===== config.mk =====
export PLATFORM = sky130hd
export DESIGN_NAME = bwf_core
export DESIGN_NICKNAME = d
export VERILOG_FILES = /design/src/pkg/bwf_pkg.sv /design/src/hdl/bwf_core.sv
export SDC_FILE = /design/constraint.sdc
export NUM_CORES = 1
export LEC_CHECK = 0
export BUFFER_PORTS_ARGS = -buffer_cell sky130_fd_sc_hd__buf_2
export CAP_MARGIN = 0
export CORE_UTILIZATION = 50
export CTS_BUF_LIST = sky130_fd_sc_hd__clkbuf_4
export DETAILED_ROUTE_END_ITERATION = 7
export MAX_ROUTING_LAYER = met4
export PLACE_DENSITY_LB_ADDON = 0.05
export SYNTH_ARGS = -nofsm -noshare
export SYNTH_HDL_FRONTEND = slang
export SYNTH_SLANG_ARGS = --single-unit

===== constraint.sdc =====
create_clock -name clk -period 3.46 [get_ports clk]
set_input_delay 0.519 -clock clk [delete_from_list [all_inputs] [get_ports clk]]
set_output_delay 0.519 -clock clk [all_outputs]
set_load 0.005 [all_outputs]

===== src/pkg/bwf_pkg.sv =====
// Package for the write-forwarding block: register map, control
// field positions, state encodings, reset values and cycle counts.
// Assumes the Wishbone and PCI-facing logic run on one 100 MHz clock.
package bwf_pkg;
    // Register byte offsets
    localparam logic [3:0] BWF_OFF_CTRL = 4'h0;
    localparam logic [3:0] BWF_OFF_CADDR = 4'h4;
    localparam logic [3:0] BWF_OFF_CDATA = 4'h8;
    localparam logic [3:0] BWF_OFF_STAT = 4'hc;
    // Control field positions
    localparam int BWF_B_MWI = 0;
    localparam int BWF_B_FBB = 1;
    localparam int BWF_B_MWDISC = 2;
    localparam int BWF_B_PQTUNE = 3;
    localparam int BWF_B_RTYDIS = 4;
    localparam int BWF_B_MTOLONG = 5;
    localparam int BWF_B_MTODIS = 6;
    localparam int BWF_B_SERREN = 7;
    localparam int BWF_B_MAMODE = 8;
    localparam int BWF_B_CSRIO = 9;
    localparam int BWF_B_CLS = 10;
    localparam logic [15:0] BWF_CTRL_RST = 16'h0000;
    // Cache line sizes in dwords
    localparam logic [5:0] BWF_CLS_DEF = 6'h08;
    localparam logic [5:0] BWF_CLS_16 = 6'h10;
    localparam logic [5:0] BWF_CLS_32 = 6'h20;
    // PCI commands
    localparam logic [3:0] BWF_CMD_IOWR = 4'h3;
    localparam logic [3:0] BWF_CMD_MWI = 4'hf;
    localparam logic [3:0] BWF_CMD_CFGWR = 4'hb;
    // Retry limit in retries, master timeouts in PCI clocks
    localparam int BWF_RTY_MAX = 1 << 24;
    localparam int BWF_MTO_SHORT = 1 << 10;
    localparam int BWF_MTO_LONG = 1 << 15;
    // Target bus termination codes
    typedef enum logic [1:0] {BWF_T_TRDY, BWF_T_TABT, BWF_T_MABT, BWF_T_RETRY} bwf_term_t;
    typedef enum logic [2:0] {DQ_EMPTY, DQ_REQ, DQ_BUSY, DQ_DONE, DQ_DROP} bwf_dq_t;
endpackage : bwf_pkg


===== src/hdl/bwf_core.sv =====
// Write-forwarding control for a two-bus bridge: posted-write tuning
// and the single-entry delayed write queue with a Wishbone slave.
// Assumes queue counts, boundaries and bus events come from same-clock
// logic; the PCI pin sequencers sit outside and follow these strobes.
//
// The implementer's own choices: the Wishbone interface to the registers and the register offsets.
`timescale 1ns/1ps
`default_nettype none
// Summary of operation
// - MWI only when MWI enable set
// - Fast back-to-back needs prior grant and enable
// - Fast back-to-back only after write without STOP
// - Enter flow-through when target data starts early
// - Flow-through: end master when below line
// - Flow-through: disconnect initiator at aligned boundary
// - Flow-through same for write and MWI
// - Disconnect mode: disconnect at cache line boundary
// - Tune 0: retry below line, odd CLS-1
// - Tune 1: retry below half line
// - Full queue: retry, no data, target CLS
// - I/O and CSR-triggered writes go delayed
// - First attempt retried; queue if free, unique
// - Match ignores byte enables
// - CSR request built from register contents
// - Delayed write uses one 32-bit phase
// - Store termination type and parity error
// - Drop after retry limit unless disabled, SERR if enabled
// - Dropped write answered with target abort
// - Exact repeat gets stored answer, else retry
// - Map stored completion to initiator answer
// - Unclaimed completion dropped after master timeout
module bwf_core
    import bwf_pkg::*;
#(
    parameter int RTY_MAX = BWF_RTY_MAX,
    parameter int MTO_LONG = BWF_MTO_LONG
)(
    // Clock and reset
    input wire logic clk,
    input wire logic rst_n,
    // Wishbone slave
    input wire logic wb_cyc_i,
    input wire logic wb_stb_i,
    input wire logic wb_we_i,
    input wire logic [3:0] wb_adr_i,
    input wire logic [31:0] wb_dat_i,
    input wire logic [3:0] wb_sel_i,
    output logic [31:0] wb_dat_o,
    output logic wb_ack_o,
    // Initiator bus attempt
    input wire logic in_req,
    input wire logic in_delayed,
    input wire logic [3:0] in_cmd,
    input wire logic [31:0] in_addr,
    input wire logic [31:0] in_data,
    input wire logic [3:0] in_be,
    input wire logic in_multi,
    input wire logic in_beat,
    input wire logic in_ended,
    input wire logic in_bound,
    input wire logic [6:0] pq_free,
    input wire logic [6:0] pq_level,
    input wire logic order_ok,
    // Initiator bus answer
    output logic tgt_accept,
    output logic tgt_retry,
    output logic tgt_trdy,
    output logic tgt_stop,
    output logic tgt_abort,
    // Target bus master side
    input wire logic gnt,
    input wire logic mst_active,
    input wire logic line_be_full,
    input wire logic pw_done,
    input wire logic pw_stopped,
    input wire logic tb_done,
    input wire logic [1:0] tb_term,
    input wire logic tb_perr,
    output logic flow,
    output logic mst_mwi,
    output logic mst_fbb,
    output logic mst_end,
    output logic dw_go,
    output logic [3:0] dw_cmd,
    output logic [31:0] dw_addr,
    output logic [31:0] dw_data,
    output logic [3:0] dw_be,
    output logic serr
);

    typedef struct packed {
        bwf_dq_t dq;
        logic [31:0] addr;
        logic [3:0] cmd;
        logic [31:0] data;
        logic [3:0] be;
        logic csr;
        logic [1:0] term;
        logic perr;
        logic [24:0] rty;
        logic [15:0] mto;
        logic [15:0] ctrl;
        logic [31:0] caddr;
        logic [31:0] rdat;
        logic ack;
        logic accept, retry, trdy, stop, abort;
        logic flow, mwi, fbb, mend, go, serr;
        logic gnt_d;
        logic clean;
    } bwf_st_t;

    bwf_st_t st_r, st_nxt;

    // Invalid sizes fall back to 8 dwords
    function automatic logic [5:0] bwf_cls(input logic [5:0] v);
        if (v == BWF_CLS_DEF || v == BWF_CLS_16 || v == BWF_CLS_32)
            return v;
        return BWF_CLS_DEF;
    endfunction : bwf_cls

    function automatic logic bwf_cls_ok(input logic [5:0] v);
        return v == BWF_CLS_DEF || v == BWF_CLS_16 || v == BWF_CLS_32;
    endfunction : bwf_cls_ok

    logic [5:0] cls;
    logic [6:0] need;
    logic line_end;
    logic match;
    logic exact;
    logic [15:0] mto_lim;

    always_comb
    begin
        cls = bwf_cls(st_r.ctrl[BWF_B_CLS +: 6]);
        if (st_r.ctrl[BWF_B_PQTUNE])
            need = {2'b00, cls[5:1]};
        else if (in_addr[2])
            need = {1'b0, cls} - 7'h01;
        else
            need = {1'b0, cls};
        line_end = (in_addr[7:2] & (cls - 6'h01)) == (cls - 6'h01);
        match = in_addr == st_r.addr && in_cmd == st_r.cmd;
        exact = match && in_data == st_r.data && in_be == st_r.be;
        mto_lim = st_r.ctrl[BWF_B_MTOLONG] ? 16'(MTO_LONG - 1) : 16'(BWF_MTO_SHORT - 1);
    end

    always_comb
    begin
        st_nxt = st_r;
        st_nxt.ack = wb_cyc_i && wb_stb_i && !st_r.ack;
        st_nxt.accept = 1'b0;
        st_nxt.retry = 1'b0;
        st_nxt.trdy = 1'b0;
        st_nxt.stop = 1'b0;
        st_nxt.abort = 1'b0;
        st_nxt.mend = 1'b0;
        st_nxt.go = 1'b0;
        st_nxt.serr = 1'b0;
        st_nxt.gnt_d = gnt;

        // Wishbone access, one wait state
        if (wb_cyc_i && wb_stb_i && !st_r.ack)
        begin
            case (wb_adr_i)
                BWF_OFF_CTRL: st_nxt.rdat = {16'h0000, st_r.ctrl};
                BWF_OFF_CADDR: st_nxt.rdat = st_r.caddr;
                BWF_OFF_CDATA: st_nxt.rdat = st_r.data;
                BWF_OFF_STAT: st_nxt.rdat = {24'h000000, st_r.flow, st_r.perr,
                    st_r.term, st_r.csr, st_r.dq};
                default: st_nxt.rdat = 32'h00000000;
            endcase
            if (wb_we_i)
            begin
                case (wb_adr_i)
                    BWF_OFF_CTRL:
                    begin
                        if (wb_sel_i[0])
                            st_nxt.ctrl[7:0] = wb_dat_i[7:0];
                        if (wb_sel_i[1])
                            st_nxt.ctrl[15:8] = wb_dat_i[15:8];
                    end
                    BWF_OFF_CADDR: st_nxt.caddr = wb_dat_i;
                    BWF_OFF_CDATA:
                    begin
                        // Data write triggers the remote cycle
                        if (st_r.dq == DQ_EMPTY)
                        begin
                            st_nxt.dq = DQ_REQ;
                            st_nxt.csr = 1'b1;
                            st_nxt.addr = st_r.caddr;
                            st_nxt.data = wb_dat_i;
                            st_nxt.be = wb_sel_i;
                            st_nxt.cmd = st_r.ctrl[BWF_B_CSRIO] ? BWF_CMD_IOWR : BWF_CMD_CFGWR;
                            st_nxt.rty = 25'h0000000;
                        end
                    end
                    default: ;
                endcase
            end
        end

        // Posted write admission and disconnect
        if (in_req && !in_delayed)
        begin
            if (pq_free < need)
                st_nxt.retry = 1'b1;
            else
                st_nxt.accept = 1'b1;
        end
        if (in_beat && !in_delayed)
        begin
            if (st_r.ctrl[BWF_B_MWDISC] && line_end)
                st_nxt.stop = 1'b1;
            if (in_cmd == BWF_CMD_MWI && line_end && pq_free < {1'b0, cls})
                st_nxt.stop = 1'b1;
            if (st_r.flow && in_bound)
                st_nxt.stop = 1'b1;
        end

        // Flow-through, same for write and MWI
        if (mst_active && !in_ended && !st_r.flow)
            st_nxt.flow = 1'b1;
        if (!mst_active)
            st_nxt.flow = 1'b0;
        if (st_r.flow && mst_active && pq_level < {1'b0, cls} && !st_r.mend)
            st_nxt.mend = 1'b1;

        st_nxt.mwi = st_r.ctrl[BWF_B_MWI] && bwf_cls_ok(st_r.ctrl[BWF_B_CLS +: 6])
            && line_be_full && pq_level >= {1'b0, cls};
        if (pw_done)
            st_nxt.clean = !pw_stopped;
        st_nxt.fbb = st_r.ctrl[BWF_B_FBB] && st_r.gnt_d && st_r.clean;

        // Delayed write queue
        case (st_r.dq)
            DQ_EMPTY:
            begin
                if (in_req && in_delayed)
                begin
                    st_nxt.retry = 1'b1;
                    st_nxt.dq = DQ_REQ;
                    st_nxt.csr = 1'b0;
                    st_nxt.addr = in_addr;
                    st_nxt.cmd = in_cmd;
                    st_nxt.data = in_data;
                    st_nxt.be = in_be;
                    st_nxt.rty = 25'h0000000;
                end
            end
            DQ_REQ:
            begin
                if (in_req && in_delayed)
                    st_nxt.retry = 1'b1;
                if (order_ok)
                begin
                    st_nxt.go = 1'b1;
                    st_nxt.dq = DQ_BUSY;
                end
            end
            DQ_BUSY:
            begin
                if (in_req && in_delayed)
                    st_nxt.retry = 1'b1;
                if (tb_done)
                begin
                    if (tb_term == BWF_T_RETRY)
                    begin
                        st_nxt.rty = st_r.rty + 25'h0000001;
                        st_nxt.dq = DQ_REQ;
                        if (!st_r.ctrl[BWF_B_RTYDIS] && st_r.rty == 25'(RTY_MAX - 1))
                        begin
                            st_nxt.dq = DQ_DROP;
                            st_nxt.serr = st_r.ctrl[BWF_B_SERREN];
                        end
                    end
                    else
                    begin
                        st_nxt.term = tb_term;
                        st_nxt.perr = tb_perr;
                        st_nxt.mto = 16'h0000;
                        st_nxt.dq = st_r.csr ? DQ_EMPTY : DQ_DONE;
                    end
                end
            end
            DQ_DONE:
            begin
                if (st_r.ctrl[BWF_B_MTODIS])
                    st_nxt.mto = st_r.mto + 16'h0001;
                if (in_req && in_delayed)
                begin
                    if (exact && order_ok)
                    begin
                        st_nxt.dq = DQ_EMPTY;
                        case (st_r.term)
                            BWF_T_TRDY:
                            begin
                                st_nxt.trdy = 1'b1;
                                st_nxt.stop = in_multi;
                            end
                            BWF_T_MABT:
                            begin
                                st_nxt.abort = st_r.ctrl[BWF_B_MAMODE];
                                st_nxt.trdy = !st_r.ctrl[BWF_B_MAMODE];
                                st_nxt.stop = in_multi && !st_r.ctrl[BWF_B_MAMODE];
                            end
                            default: st_nxt.abort = 1'b1;
                        endcase
                    end
                    else
                        st_nxt.retry = 1'b1;
                end
                else if (st_r.ctrl[BWF_B_MTODIS] && st_r.mto == mto_lim)
                begin
                    st_nxt.dq = DQ_EMPTY;
                    st_nxt.serr = st_r.ctrl[BWF_B_SERREN];
                end
            end
            DQ_DROP:
            begin
                if (in_req && in_delayed)
                begin
                    if (match)
                    begin
                        st_nxt.abort = 1'b1;
                        st_nxt.dq = DQ_EMPTY;
                    end
                    else
                        st_nxt.retry = 1'b1;
                end
                else if (st_r.csr)
                    st_nxt.dq = DQ_EMPTY;
            end
            default: st_nxt.dq = DQ_EMPTY;
        endcase
    end

    always_ff @(posedge clk or negedge rst_n)
    begin
        if (!rst_n)
        begin
            st_r <= '0;
            st_r.dq <= DQ_EMPTY;
            st_r.ctrl <= BWF_CTRL_RST;
        end
        else
            st_r <= st_nxt;
    end

    assign wb_dat_o = st_r.rdat;
    assign wb_ack_o = st_r.ack;
    assign tgt_accept = st_r.accept;
    assign tgt_retry = st_r.retry;
    assign tgt_trdy = st_r.trdy;
    assign tgt_stop = st_r.stop;
    assign tgt_abort = st_r.abort;
    assign flow = st_r.flow;
    assign mst_mwi = st_r.mwi;
    assign mst_fbb = st_r.fbb;
    assign mst_end = st_r.mend;
    assign dw_go = st_r.go;
    assign dw_cmd = st_r.cmd;
    assign dw_addr = st_r.addr;
    assign dw_data = st_r.data;
    assign dw_be = st_r.be;
    assign serr = st_r.serr;
endmodule : bwf_core
`default_nettype wire


==> results.json <==
{
  "layout_setup_ws_ns": 0.6019,
  "setup_viol": 0,
  "final_area_mm2": 0.01364,
  "place_worst_setup_slack_ns": 0.6570,
  "dominantRegCellSynth": "dfrtp_1",
  "outcome": "complete, no violations",
  "grt_pass1_vias": 9961,
  "grt_start_max_net_pins": 133,
  "cts_tree": "built",
  "grt_overflow_total": 0,
  "p_leak_nw": 6.439,
  "dr_total_vias": 10512,
  "final_cells": 1859,
  "drv_cap": 0,
  "fmax_mhz": 349.9,
  "syn_inst": 1311,
  "fillCellCount": 2165,
  "placed_cells": 1745,
  "die_w_um": 156.6,
  "ys_seq_area_share_pct": 44.81,
  "reg2regPathDepth": 11,
  "placed_area_mm2": 0.01285,
  "synthArstFlopShare_pct": 100.0,
  "critical-path-max-stage-delay_ns": 0.64,
  "final_nets": 1657,
  "grtUsageTotal_pct": 31.49,
  "syn-cell-area_mm2": 0.01195,
  "crit_path_max_fanout": 5,
  "cts_num_sinks": 214,
  "die_h_um": 156.6,
  "multi_input_area_mm2": 0.005527,
  "min-delay-start": "mst_active",
  "min_path_cells": 3,
  "wl_per_cell_um": 19.84,
  "ctsResizeCount": 0,
  "rr_endpoint": "tgt_retry",
  "regArea_mm2": 0.005355,
  "drcViolationCount": 0,
  "synth-edff-count": 0,
  "crit_chain": "nor4_1, o21a_1, xnor2_1, o21ai_0, ha_1, a21o_1, a21o_1, a21oi_1, o21ai_0, nand2b_1, o2111a_1",
  "finalWeightedCongestion": 0.8834,
  "cp-start-kind": "flip-flop",
  "die_area_mm2": 0.02453,
  "hold-path-endpoint": "mst_end",
  "whs_ns": 0.08278,
  "std_cell_rows": 56,
  "worstSkewPairLatency_ns": 0.68,
  "start_util_pct": 50.92,
  "dp_hpwl_um": 26910,
  "syn_to_final_growth_pct": 14.16,
  "drv_slew": 0,
  "postRouteAntennaNets": 0,
  "ys_warn_count": 0,
  "worst-setup-path-type": "flip-flop to flip-flop",
  "routed_wl_um": 36880,
  "slowest_stage": "nor4_1",
  "peakVddDrop_uv": 305.1,
  "grt_pass1_wl_um": 56570,
  "core_mm2": 0.02347,
  "cts_made_buffers": 58,
  "yosysTopAreaCellShare_pct": 44.81,
  "timing.slew.headroom_pct": 37.76,
  "arrival_ns": 3.47,
  "yosysTopAreaCell": "dfrtp_1",
  "worstMarginPinSlew_ns": 0.9265,
  "hold_class": "primary input to flip-flop",
  "fin_crit_sh_pct": 82.60,
  "fin_skew_ns": 0.03031,
  "grt_setup_unrepaired": "false",
  "fin_setup_tns_ns": 0,
  "clkTransAtPathRegs_ns": 0.06,
  "avgSynthCellArea_um2": 9.116,
  "ys_top_cells_by_count": "222 x nand2_1, 214 x dfrtp_1, 116 x nor2_1",
  "h-tree-depth": 2,
  "final_layout_size_suffix_gt1_share_pct": 28.63,
  "port_buffers": 262,
  "rrSetupSlack_ns": 0.60,
  "vias_per_cell": 5.655,
  "yosysMostFrequentCell": "nand2_1",
  "fin_crit_ns": 2.858,
  "powerDensity_mw_per_mm2": 636.6,
  "synth_area_leaders": "dfrtp_1 45%, nand2_1 7.0%, buf_4 6.5%",
  "ys_types": 64,
  "first_iter_violations": 806,
  "worstSetupEndpointType": "flip-flop",
  "synth_seq_cells": 214,
  "final-hold-violation-count": 0,
  "dr.pass1.iters": 5,
  "critPathRequiredTime_ns": 4.07,
  "clockBufferDepth": 3,
  "antenna_found_initial": 3,
  "root_buffer": "clkbuf_4",
  "rr_startpoint": "st_r[89]",
  "ioPinCount": 263
}
## worst max path at each step
stage | start | end | slack [ns] | depth (start not counted)
final | st_r[89] | tgt_retry | 0.60 | 11
after global routing | st_r[89] | tgt_retry | 0.35 | 11
after CTS | st_r[89] | tgt_retry | 0.65 | 11
after detailed placement | st_r[89] | tgt_retry | 0.66 | 11
after global placement | st_r[89] | tgt_retry | 0.73 | 11
after floorplan | st_r[89] | tgt_retry | 1.08 | 11
## flip-flops by register name (all words and copies together) (netlist names), 4 cells and up
name / flops
dw_cmd: 4
dw_data: 32
wb_dat_o: 32
dw_addr: 32
dw_be: 4
st_r: 98
## worst max-delay path: cells and delay by family (launching register included)
kind / cells / cell delay [ns]
AOI/OAI and AO/OA: 7 / 1.26
and+or+nand+nor: 2 / 0.80
DFF: 1 / 0.41
adders and majority gates: 1 / 0.19
xor gates and xnor gates: 1 / 0.14
## per-layer routing
metal / routed length, um / vias to the layer above / GRT usage, %
li1: - / 4934 / -
met1: 15920 / 5066 / 41.62
met2: 16860 / 437 / 46.75
met3: 2974 / 75 / 7.616
met4: 1126 / 0 / 11.90
met5: 0 / - / -
## report_power, final
part	total [mW]	internal [mW]	switching, mW
clock	2.24	1.17	1.07
sequential	3.67	3.04	0.628
combinational	2.78	1.17	1.61
total	8.69	5.38	3.31
## cell usage in the layout (no fill, tap or decap), drive strengths merged, types with 5 or more instances in the layout
cell type	instances
a21oi	27
nand2	222
inv	18
a22oi	18
xnor2	75
o21ai	80
nor4	14
nand3	28
clkinv	16
clkbuf	89
buf	280
nand4	51
dfrtp	214
a21o	5
and3	12
ha	19
mux2	48
or4	5
a221oi	8
nor2	116
or2	6
nor3	16
and4	8
xor2	13
dlygate4sd3	5
a22o	16
conb	6
a31oi	74
## cells by family after synthesis
group / after synthesis / share of synthesized area [%]
simple gates: 495 / 19.19
compound gates: 257 / 13.53
flops: 214 / 44.81
buf+inv: 186 / 9.286
xor+xnor: 88 / 6.449
mux: 50 / 4.690
fa+ha+maj: 19 / 1.989
other cells: 2 / 0.06284
## metrics by stage
step | power, mW | util (%)
after global routing | 9.200 | 58.13
final | 8.686 | 58.13
after floorplan | 5.659 | -
after global placement | 6.386 | 54.75
after detailed placement | 6.446 | 54.75
after CTS | 8.722 | 58.10
## cell type report
cell class              instances  area share [%]
repair buffers                285           11.41
inverters                      17          0.4677
multi-input cells             915           40.50
flip-flops and latches        214           39.25
diodes                          3         0.05502
clock inverters                17          0.4952
well taps                     319           2.925
clock buffers                  89           4.897
## repair_timing
item                      4_1_cts  5_1_grt
buffers inserted                0        0
hold buffers                    5        0
hold endpoints to repair      104        0
Note: power is estimated with default switching activity, not from simulation.
